File: src/verilog/dcc_pkg.sv
package dcc_pkg;
    // ==========================================
    // Register addresses on the special function register bus
    localparam logic [7:0] DCC_ADDR_CMP1_CONTROL = 8'h9a;
    localparam logic [7:0] DCC_ADDR_CMP0_CONTROL = 8'h9b;
    localparam logic [7:0] DCC_ADDR_CMP1_MODE_SELECT = 8'h9c;
    localparam logic [7:0] DCC_ADDR_CMP0_MODE_SELECT = 8'h9d;
    localparam logic [7:0] DCC_ADDR_CMP1_INPUT_SELECT = 8'h9e;
    localparam logic [7:0] DCC_ADDR_CMP0_INPUT_SELECT = 8'h9f;

    // ==========================================
    // Field positions
    localparam int DCC_CN_ENABLE = 7;
    localparam int DCC_CN_RESULT = 6;
    localparam int DCC_CN_RISE = 5;
    localparam int DCC_CN_FALL = 4;
    localparam int DCC_CN_POS_HYST_LSB = 2;
    localparam int DCC_CN_NEG_HYST_LSB = 0;
    localparam int DCC_MD_RISE_IRQ_EN = 5;
    localparam int DCC_MD_FALL_IRQ_EN = 4;
    localparam int DCC_MD_SPEED_LSB = 0;
    localparam int DCC_MX_NEG_LSB = 4;
    localparam int DCC_MX_POS_LSB = 0;

    // ==========================================
    // Reset values
    localparam logic [7:0] DCC_RST_CONTROL = 8'h00;
    localparam logic [7:0] DCC_RST_MODE_SELECT = 8'h02;
    localparam logic [7:0] DCC_RST_INPUT_SELECT = 8'h00;
    localparam logic [1:0] DCC_RST_SPEED_MODE = 2'h2;

    // ==========================================
    // Per-comparator configuration handed to the analog macro
    typedef struct packed {
        logic enable;
        logic [1:0] pos_hyst;
        logic [1:0] neg_hyst;
        logic [1:0] speed_mode;
        logic [1:0] pos_source;
        logic [1:0] neg_source;
    } dcc_analog_cfg_t;

    // Processor register bus request
    typedef struct packed {
        logic wr;
        logic rd;
        logic [7:0] addr;
        logic [7:0] wdata;
    } dcc_sfr_req_t;
endpackage : dcc_pkg

File: src/verilog/dcc_channel.sv
module dcc_channel
    import dcc_pkg::*;
(
    input wire logic clk_sys,
    input wire logic srst,
    input wire logic ce,
    input wire logic raw_in,
    input wire logic clr_rise,
    input wire logic clr_fall,
    output logic result,
    output logic rise_flag,
    output logic fall_flag
);
    // ==========================================
    // State
    typedef struct packed {
        logic sync1;
        logic sync2;
        logic prev;
        logic rise;
        logic fall;
    } dcc_chan_state_t;

    dcc_chan_state_t st;
    dcc_chan_state_t next_st;
    logic rise_evt;
    logic fall_evt;

    always_comb begin
        next_st = st;
        rise_evt = st.sync2 && !st.prev;
        fall_evt = !st.sync2 && st.prev;
        // Second stage only reads the first
        next_st.sync1 = raw_in;
        next_st.sync2 = st.sync1;  // [RQ21]
        next_st.prev = st.sync2;
        // Set beats a same-cycle software clear so no edge is lost
        if (rise_evt) begin
            next_st.rise = 1'b1;  // [RQ4]
        end else if (clr_rise) begin
            next_st.rise = 1'b0;  // [RQ5]
        end
        if (fall_evt) begin
            next_st.fall = 1'b1;  // [RQ3]
        end else if (clr_fall) begin
            next_st.fall = 1'b0;  // [RQ5]
        end
    end

    always_ff @(posedge clk_sys) begin
        if (srst) begin
            st <= '0;
        end else if (ce) begin
            st <= next_st;
        end
    end

    assign result = st.sync2;  // [RQ7]
    assign rise_flag = st.rise;
    assign fall_flag = st.fall;
endmodule : dcc_channel

File: src/verilog/dcc_top.sv
// Overview of operation
// RQ1: A disabled comparator drives its port-pin outputs low.
// RQ2: Each comparator offers a raw output and a clock-synchronised output.
// RQ3: A falling comparator output sets the falling-edge flag.
// RQ4: A rising comparator output sets the rising-edge flag.
// RQ5: Edge flags stay set until software writes zero; hardware never clears.
// RQ6: Rising and falling edges can each raise the interrupt independently.
// RQ7: Read-only output-state bit returns the current comparator result.
// RQ8: Control bit 7 enables the comparator; zero disables and powers down.
// RQ9: Control bits 5 and 4 hold rising and falling flags, read/write.
// RQ10: Control bits 3-2 select positive hysteresis, 0/5/10/20 mV.
// RQ11: Control bits 1-0 select negative hysteresis, same four codes.
// RQ12: Mode bit 5 enables rising-edge interrupt.
// RQ13: Mode bit 4 enables falling-edge interrupt.
// RQ14: Mode bits 1-0 select response time; reset value is mode 2.
// RQ15: First comparator input-select bits 5-4 choose negative input pin.
// RQ16: First comparator input-select bits 1-0 choose positive input pin.
// RQ17: Second comparator input-select bits 5-4 choose negative input pin.
// RQ18: Second comparator input-select bits 1-0 choose positive input pin.
// RQ19: Unused mode and input-select bits read zero, writes ignored.
// RQ20: Second comparator control register matches the first in layout.
// RQ21: Raw output synchronised by two flops; irq is flag AND enable.
module dcc_top
    import dcc_pkg::*;
(
    input wire logic clk_sys,
    input wire logic srst,
    input wire logic ce,
    input wire dcc_sfr_req_t sfr_req,
    output logic [7:0] sfr_rdata,
    input wire logic [1:0] cmp_analog_out,
    output dcc_analog_cfg_t [1:0] cmp_cfg,
    output logic [1:0] cmp_raw_pin,
    output logic [1:0] cmp_sync_pin,
    output logic [1:0] cmp_irq
);
    // ==========================================
    // Register state, index 0 and 1 per comparator
    typedef struct packed {
        logic [1:0] enable;
        logic [1:0][1:0] pos_hyst;
        logic [1:0][1:0] neg_hyst;
        logic [1:0] rise_irq_en;
        logic [1:0] fall_irq_en;
        logic [1:0][1:0] speed_mode;
        logic [1:0][1:0] pos_source;
        logic [1:0][1:0] neg_source;
        logic [1:0] sync_pin;
        logic [1:0] irq;
        logic [7:0] rdata;
    } dcc_state_t;

    dcc_state_t st;
    dcc_state_t next_st;
    logic [1:0] result;
    logic [1:0] rise_flag;
    logic [1:0] fall_flag;
    logic [1:0] clr_rise;
    logic [1:0] clr_fall;
    logic [1:0] raw_gated;

    // Decode used for both read and write paths: returns comparator index
    // and register kind (0 control, 1 mode, 2 input select, 3 none)
    function automatic logic [2:0] dcc_decode(input logic [7:0] a);
        if (a == DCC_ADDR_CMP0_CONTROL) begin
            return 3'h0;
        end else if (a == DCC_ADDR_CMP1_CONTROL) begin
            return 3'h4;
        end else if (a == DCC_ADDR_CMP0_MODE_SELECT) begin
            return 3'h1;
        end else if (a == DCC_ADDR_CMP1_MODE_SELECT) begin
            return 3'h5;
        end else if (a == DCC_ADDR_CMP0_INPUT_SELECT) begin
            return 3'h2;
        end else if (a == DCC_ADDR_CMP1_INPUT_SELECT) begin
            return 3'h6;
        end else begin
            return 3'h3;
        end
    endfunction : dcc_decode

    logic [2:0] dec;
    logic sel_idx;
    logic [1:0] sel_kind;
    assign dec = dcc_decode(sfr_req.addr);
    assign sel_idx = dec[2];
    assign sel_kind = dec[1:0];

    // ==========================================
    // Edge detection per comparator
    genvar gi;
    generate
        for (gi = 0; gi < 2; gi++) begin : g_chan
            // Raw path is purely combinational so it survives a stopped clock
            assign raw_gated[gi] = cmp_analog_out[gi] & st.enable[gi];  // [RQ1] [RQ2]
            assign clr_rise[gi] = ce && sfr_req.wr && sel_kind == 2'h0 && sel_idx == gi
                && !sfr_req.wdata[DCC_CN_RISE];  // [RQ5]
            assign clr_fall[gi] = ce && sfr_req.wr && sel_kind == 2'h0 && sel_idx == gi
                && !sfr_req.wdata[DCC_CN_FALL];  // [RQ5]
            dcc_channel u_chan (
                .clk_sys(clk_sys),
                .srst(srst),
                .ce(ce),
                .raw_in(raw_gated[gi]),
                .clr_rise(clr_rise[gi]),
                .clr_fall(clr_fall[gi]),
                .result(result[gi]),
                .rise_flag(rise_flag[gi]),
                .fall_flag(fall_flag[gi])
            );
            assign cmp_cfg[gi].enable = st.enable[gi];  // [RQ8]
            assign cmp_cfg[gi].pos_hyst = st.pos_hyst[gi];  // [RQ10]
            assign cmp_cfg[gi].neg_hyst = st.neg_hyst[gi];  // [RQ11]
            assign cmp_cfg[gi].speed_mode = st.speed_mode[gi];  // [RQ14]
            assign cmp_cfg[gi].pos_source = st.pos_source[gi];  // [RQ16] [RQ18]
            assign cmp_cfg[gi].neg_source = st.neg_source[gi];  // [RQ15] [RQ17]
        end
    endgenerate

    // ==========================================
    // Register writes, reads and output staging
    always_comb begin
        next_st = st;
        if (sfr_req.wr) begin
            case (sel_kind)
                2'h0: begin
                    // Same layout for both comparators; result bit is read-only
                    next_st.enable[sel_idx] = sfr_req.wdata[DCC_CN_ENABLE];  // [RQ8] [RQ20]
                    next_st.pos_hyst[sel_idx] =
                        sfr_req.wdata[DCC_CN_POS_HYST_LSB +: 2];  // [RQ10]
                    next_st.neg_hyst[sel_idx] =
                        sfr_req.wdata[DCC_CN_NEG_HYST_LSB +: 2];  // [RQ11]
                end
                2'h1: begin
                    next_st.rise_irq_en[sel_idx] = sfr_req.wdata[DCC_MD_RISE_IRQ_EN];  // [RQ12]
                    next_st.fall_irq_en[sel_idx] = sfr_req.wdata[DCC_MD_FALL_IRQ_EN];  // [RQ13]
                    next_st.speed_mode[sel_idx] = sfr_req.wdata[DCC_MD_SPEED_LSB +: 2];  // [RQ14]
                end
                2'h2: begin
                    next_st.neg_source[sel_idx] = sfr_req.wdata[DCC_MX_NEG_LSB +: 2];  // [RQ15] [RQ17]
                    next_st.pos_source[sel_idx] = sfr_req.wdata[DCC_MX_POS_LSB +: 2];  // [RQ16] [RQ18]
                end
                default: begin
                end
            endcase
        end
        next_st.rdata = 8'h00;
        if (sfr_req.rd) begin
            case (sel_kind)
                2'h0: begin
                    next_st.rdata[DCC_CN_ENABLE] = st.enable[sel_idx];
                    next_st.rdata[DCC_CN_RESULT] = result[sel_idx];  // [RQ7]
                    next_st.rdata[DCC_CN_RISE] = rise_flag[sel_idx];  // [RQ9]
                    next_st.rdata[DCC_CN_FALL] = fall_flag[sel_idx];  // [RQ9]
                    next_st.rdata[DCC_CN_POS_HYST_LSB +: 2] = st.pos_hyst[sel_idx];
                    next_st.rdata[DCC_CN_NEG_HYST_LSB +: 2] = st.neg_hyst[sel_idx];
                end
                2'h1: begin
                    // Unused bits stay zero
                    next_st.rdata[DCC_MD_RISE_IRQ_EN] = st.rise_irq_en[sel_idx];  // [RQ19]
                    next_st.rdata[DCC_MD_FALL_IRQ_EN] = st.fall_irq_en[sel_idx];
                    next_st.rdata[DCC_MD_SPEED_LSB +: 2] = st.speed_mode[sel_idx];
                end
                2'h2: begin
                    next_st.rdata[DCC_MX_NEG_LSB +: 2] = st.neg_source[sel_idx];  // [RQ19]
                    next_st.rdata[DCC_MX_POS_LSB +: 2] = st.pos_source[sel_idx];
                end
                default: begin
                end
            endcase
        end
        for (int i = 0; i < 2; i++) begin
            // Level request; stays up until software clears the flag or its interrupt enable bit
            next_st.irq[i] = (rise_flag[i] && st.rise_irq_en[i])
                || (fall_flag[i] && st.fall_irq_en[i]);  // [RQ6] [RQ21]
            next_st.sync_pin[i] = result[i] && st.enable[i];  // [RQ1] [RQ2]
        end
    end

    always_ff @(posedge clk_sys) begin
        if (srst) begin
            st <= '0;
            st.speed_mode <= {DCC_RST_SPEED_MODE, DCC_RST_SPEED_MODE};  // [RQ14]
        end else if (ce) begin
            st <= next_st;
        end
    end

    assign sfr_rdata = st.rdata;
    assign cmp_sync_pin = st.sync_pin;
    assign cmp_irq = st.irq;
    // Raw output bypasses all flops by design: it must work with no clock
    assign cmp_raw_pin = raw_gated;  // [RQ2]
endmodule : dcc_top
File: config.mk
export PLATFORM = sky130hd
export DESIGN_NAME = dcc_top
export DESIGN_NICKNAME = d
export VERILOG_FILES = /design/src/verilog/dcc_pkg.sv /design/src/verilog/dcc_channel.sv /design/src/verilog/dcc_top.sv
export SDC_FILE = /design/constraint.sdc
export NUM_CORES = 1
export LEC_CHECK = 0
export ABC_AREA = 1
export BUFFER_PORTS_ARGS = -buffer_cell sky130_fd_sc_hd__buf_2
export CELL_PAD_IN_SITES_DETAIL_PLACEMENT = 1
export CELL_PAD_IN_SITES_GLOBAL_PLACEMENT = 1
export CORE_ASPECT_RATIO = 1.75
export CORE_MARGIN = 2
export CORE_UTILIZATION = 35
export CTS_CLUSTER_SIZE = 8
export DETAILED_ROUTE_END_ITERATION = 8
export GPL_ROUTABILITY_DRIVEN = 0
export HOLD_SLACK_MARGIN = 0.03
export PLACE_DENSITY_LB_ADDON = 0.1
export SLEW_MARGIN = 20
export SYNTH_ARGS = -nofsm -noshare
export SYNTH_HDL_FRONTEND = slang
export SYNTH_SLANG_ARGS = --single-unit
File: constraint.sdc
create_clock -name clk_sys -period 1.5 [get_ports clk_sys]
set_clock_uncertainty 0.2 [all_clocks]
set_input_delay 0.225 -clock clk_sys [delete_from_list [all_inputs] [get_ports clk_sys]]
set_output_delay 0.225 -clock clk_sys [all_outputs]
set_load 0.1 [all_outputs]
[Yosys cells after proc, flatten, opt, wreduce, memory -nomap -nowiden]
Index checks and enable logic that the tools add are counted.
Cells by class
  multiply operators: 0
  eq/ne operators: 8
  order comparisons: 2
  bitwise gates (word level): 3
  divide/modulo/power cells: 0
  reductions and logical operators: 39
  $add $sub $neg: 0
  mux-type cells: 53
  shift operators: 0
Operators with widths (number)
  == test 8 bit (second input constant): 6
  2-to-1 mux 2 bit: 13
  2-to-1 mux 1 bit: 21
  bitwise mux 4 bit: 5
  logical AND 1 bit: 19
  2-to-1 mux 3 bit: 6
  one-hot mux 2 bit (3 select lines): 2
  AND reduction 3 bit: 3
  2-to-1 mux 8 bit: 1
  AND reduction 2 bit: 4
  nonzero test 2 bit: 4
  bitwise mux 2 bit: 3
  logical NOT 1 bit: 6
  bitwise AND 1 bit: 2
  demux 2 bit (select 1 bit): 1
  == test 2 x 1 -> 1 bit (second input constant): 1
  == test 2 bit (second input constant): 1
  logical NOT 2 bit: 1
  logical OR 1 bit: 2
  less-than comparator 1 x 2 -> 1 bit (second input constant): 1
  demux 1 bit (select 1 bit): 1
  >= comparator 1 bit (second input constant): 1
  NOT 1 bit: 1
Storage, ports and cells
  bits in latches: 0
  output and inout bits: 36
  memories kept: 0
  memory bits (read-only): 0
  register bits after elaboration: 48
  bits of input ports: 23
  word-level logic and storage cells: 131
  RAM bits: 0

[Logic depth before layout (Yosys ltp)]
  depth in word-level cells: 13
  mapped depth: 10
  gate-level depth less buffers: 10

[Cells and area by module]
Synthesis repeated with hierarchy kept, for this count alone.
Second synthesis, totals
  cells, all modules: 364
  area, all modules: 2473.6 µm²
By module, submodules not included
  dcc_top: cells an instance 312, times used 1, sequential area each 760.7 µm², area an instance 2095.8 µm²
  dcc_channel: cells an instance 26, times used 2, sequential area each 100.1 µm², area an instance 188.9 µm²

[Worst setup path before layout]
OpenSTA, ideal clock, no wires.
  kind: input to register
  from: in sfr_req[15] (netlist name)
  to: reg g_chan[0].u_chan.st, in the netlist g_chan[0].u_chan.fall_flag
  setup time: 0.135 ns
  arrival time: 1.136 ns
  stages on the path: 9
  path buffers: 0
  path slack: 0.029 ns
  required time: 1.165 ns
  cells stage by stage: nand2_1 inv_2 nand2_4 nor2_4 nand2_4 nor2_4 inv_2 o21ai_1 a21oi_1
Between the ends
  longest elaborated chain between the ends: 13
  elaborated cells on any way between the ends: 19
  those cells by class: 6 x eq/ne; 6 x mux; 1 x bitwise; 6 x reduce/logical
Ends and longest elaborated chain
  from (decl): RTL line dcc_top.sv:29  | input wire dcc_sfr_req_t sfr_req,
  == test 8 bit: RTL line dcc_top.sv:75  | end else if (a == DCC_ADDR_CMP1_INPUT_SELECT) begin
  2-to-1 mux 3 bit: RTL line dcc_top.sv:75
  2-to-1 mux 3 bit: RTL line dcc_top.sv:73  | end else if (a == DCC_ADDR_CMP0_INPUT_SELECT) begin
  2-to-1 mux 3 bit: RTL line dcc_top.sv:71  | end else if (a == DCC_ADDR_CMP1_MODE_SELECT) begin
  2-to-1 mux 3 bit: RTL line dcc_top.sv:69  | end else if (a == DCC_ADDR_CMP0_MODE_SELECT) begin
  2-to-1 mux 3 bit: RTL line dcc_top.sv:67  | end else if (a == DCC_ADDR_CMP1_CONTROL) begin
  2-to-1 mux 3 bit *: RTL line dcc_top.sv:65  | if (a == DCC_ADDR_CMP0_CONTROL) begin
  logical NOT 2 bit: RTL line dcc_top.sv:98  | assign clr_fall[gi] = ce && sfr_req.wr && sel_kind == 2'h0 && sel_idx == gi
  logical AND 1 bit: RTL line dcc_top.sv:98
  logical AND 1 bit *: RTL line dcc_top.sv:98
  logical AND 1 bit *: RTL line dcc_top.sv:99  | && !sfr_req.wdata[DCC_CN_FALL];
  nonzero test 2 bit (no line) *
  AND reduction 2 bit (no line) *
  to (signal assigned): RTL line dcc_channel.sv:54  | st <= next_st;
  to (decl): RTL line dcc_channel.sv:24  | dcc_chan_state_t st;
Mark *: on every way between the ends. The rest lies on a longest branch, timed or not.
A chain may end at the register's enable or synchronous reset.

[Worst setup path in the final report]
  from: reg st, in the netlist cmp_cfg[10]
  to: out cmp_raw_pin[0]
Between the ends
  longest elaborated chain between the ends: 1
Ends and longest elaborated chain
  from (decl): RTL line dcc_top.sv:53  | dcc_state_t st;
  from (signal assigned): RTL line dcc_top.sv:185  | st <= next_st;
  bitwise AND 1 bit: RTL line dcc_top.sv:95  | assign raw_gated[gi] = cmp_analog_out[gi] & st.enable[gi];
  to (decl): RTL line dcc_top.sv:33  | output logic [1:0] cmp_raw_pin,
No other way between the ends.

==> results.yml <==
cells_and_area:
  fin_nets: 425
  diodes: 0
  stdcell_count: 491
  drive_above_1_share_pct: 33.0
  nFillCells: 881
  seq_area_um2: 961
  synthToLayoutAreaGrowth_pct: 40.7
  multi_input_comb_area_mm2: 0.00120
  final_cell_mix: "nand2_1, dfxtp_1, inv_1, buf_12, a21oi_1"
  final_common_cell: "nand2_1"
timing:
  fin_hold_ws_ps: 52.3
  max_freq_mhz: 690
  hold_violations: 0
  finalCritPeriodShare_pct: 96.5
  slew_headroom_pct: 68.0
  tightest_slew_ps: 479
  rsz0062_at_grt: "false"
  drv_slew: 0
  setup-violations-final: 0
  period_needed_ps: 1450
pwr:
  leakagePower_nw: 1.64
  clkPwrFrac_pct: 42.3
  p_sw_mw: 0.682
  ir_drop_mv: 0.438
  internal-power_mw: 2.06
  pwr-share-seq_pct: 47.5
  p_comb_share_pct: 10.2
  switching_share_pct: 24.9
  p_per_area_mw_per_mm2: 732
yosys:
  synth_top_area_share_pct: 36.1
  ys_top_cells_by_area: "dfxtp_1, buf_4, nand2_1"
  ys_warn_count: 0
  netlist_area_mm2: 0.00266
  synth_cell_types: 31
  synth_area_leader_cell: "dfxtp_1"
  yosysSeqAreaShare_pct: 36.1
  synth_nets: 374
  synth_cells: 351
  synth-seq-cells: 48
  syn_avg_cell_area_um2: 7.58
clocking:
  clk_latency_ps: 290
  clkTransAtPathRegs_ps: 70
  clk_path_buf_depth: 2
  cts.sinks: 48
  cts_made_buffers: 5
  cts_setup_buffers: 0
  clock-root-buffer: "clkbuf_16"
  htreeDepth: 2
  cts_tree: "done"
global_routing:
  grt_use_total_pct: 19.7
  grt_pass1_vias: 2559
  grt_first_pass_wirelength_um: 12900
  antenna_found_initial: 0
  grt_max_degree: 18
  overflow: 0
routing:
  drt.antenna.violating_nets: 0
  drcViolationCount: 0
  wirelength_um: 7610
  num_vias: 2387
  drtIter0Drc: 84
  wl_per_cell_um: 15.5
  vias_per_cell: 4.86
  firstDrtPassIters: 4
critical_path:
  cp-start-kind: "flip-flop"
  cp_data_required_time_ps: 1070
  cp_max_fo: 3
  path_cells: "nand2_1 > inv_1 > buf_12"
  end_kind: "output pin"
  cp_slowest_stage_delay_ps: 350
  crit_type: "flip-flop to output pin"
  cp.arrival_ps: 1020
  cp_slowest_cell: "dfxtp_1"
floorplanning:
  die_w_um: 69.9
  core_region_area_mm2: 0.00746
  dieArea_mm2: 0.00834
  rows: 42
  num_io_pins: 59
  die_h_um: 119
  start_util_pct: 35.7
placement:
  dp_hpwl_um: 6050
  io_buffers: 57
  dp_cells: 478
job:
  max_cap_viol_count: 0
hold_path:
  hp-class: "input pin to flip-flop"
status:
  outcome: "finished, final reports clean"
==> layer usage <==
| layer | GRT usage, % | wire [µm] | vias up |
|---|---|---|---|
| met5 | 0 | 0 | - |
| met4 | 8.53 | 193 | 0 |
| met3 | 2.96 | 223 | 10 |
| met2 | 37.4 | 4380 | 44 |
| met1 | 20.9 | 2820 | 1139 |
| li1 | - | - | 1194 |
==> synth_stat cells (all sizes together) <==
cell type  number
nand2          66
nor3            3
inv            48
nand4           4
nand3          17
nor2           38
buf            40
clkinv          1
o21ai          23
o211ai          1
a21oi          31
o22ai           2
dfxtp          48
a211oi         14
o31ai           2
or2             2
clkbuf          7
nand3b          4
==> repair_timing <==
action,in CTS,in global routing
setup endpoints to repair,0,1
gates resized for setup,0,1
hold buffers,5,0
endpoints found under the hold margin,7,0
==> cell families after synthesis <==
group | after synthesis | share of synthesized area [%]
simple gates | 134 | 27.7
buf+inv | 96 | 19.0
compound gates | 73 | 17.1
flops | 48 | 36.1
==> power groups by stage <==
stage / Sequential [mW] / Clock [mW] / Combinational, mW
final: 1.30 / 1.16 / 0.280
after global routing: 1.30 / 1.23 / 0.309
after CTS: 1.30 / 1.18 / 0.282
after detailed placement: 1.33 / 0 / 0.273
after global placement: 1.33 / 0 / 0.269
after floorplan: 1.32 / 0 / 0.155
==> registers in the layout, summed over array words and instances, names as in the netlist <==
register,cells
cmp_cfg,22
sfr_rdata,8
st,4
cmp_irq,2
cmp_sync_pin,2
g_chan.u_chan.fall_flag,2
g_chan.u_chan.next_st,2
g_chan.u_chan.result,2
g_chan.u_chan.rise_flag,2
g_chan.u_chan.st,2
==> per-stage QoR <==
stage	utilization (%)	total power, mW	area (µm²)	setup TNS (ps)	setup slack [ps]
after floorplan	-	1.48	2660	0	28.6
after global placement	47.5	1.60	3540	-4960	-170
after detailed placement	47.5	1.60	3540	-6050	-201
after CTS	50.2	2.77	3740	0	33.3
after global routing	50.2	2.84	3740	0	1.93
final	50.2	2.74	3740	0	51.8
==> layout make-up <==
type	instances	share of cell area [%]
Timing Repair Buffer	91	30.5
Clock inverter	1	0.200
Clock buffer	7	3.81
Inverter	49	4.91
Multi-Input combinational cell	207	31.9
Sequential cell	48	25.7
Tap cell	88	2.94
==> worst paths after layout <==
path	startpoint	slack [ps]	end	cells past startpoint
setup / recovery	cmp_cfg[10]	50	cmp_raw_pin[0]	3
hold / removal	cmp_analog_out[0]	50	g_chan[0].u_chan.next_st[3]	3
setup reg to reg	cmp_cfg[21]	130	g_chan[1].u_chan.next_st[3]	3
hold reg to reg	g_chan[0].u_chan.st[2]	280	g_chan[0].u_chan.st[2]	2
==> critical path, delay by kind of cell (launching register included) <==
family	cells	cell delay, ps
flip-flops	1	350
AND/OR/NAND/NOR	1	100
buffers and inverters	2	290
No activity file was read; power rests on OpenSTA's default activity.
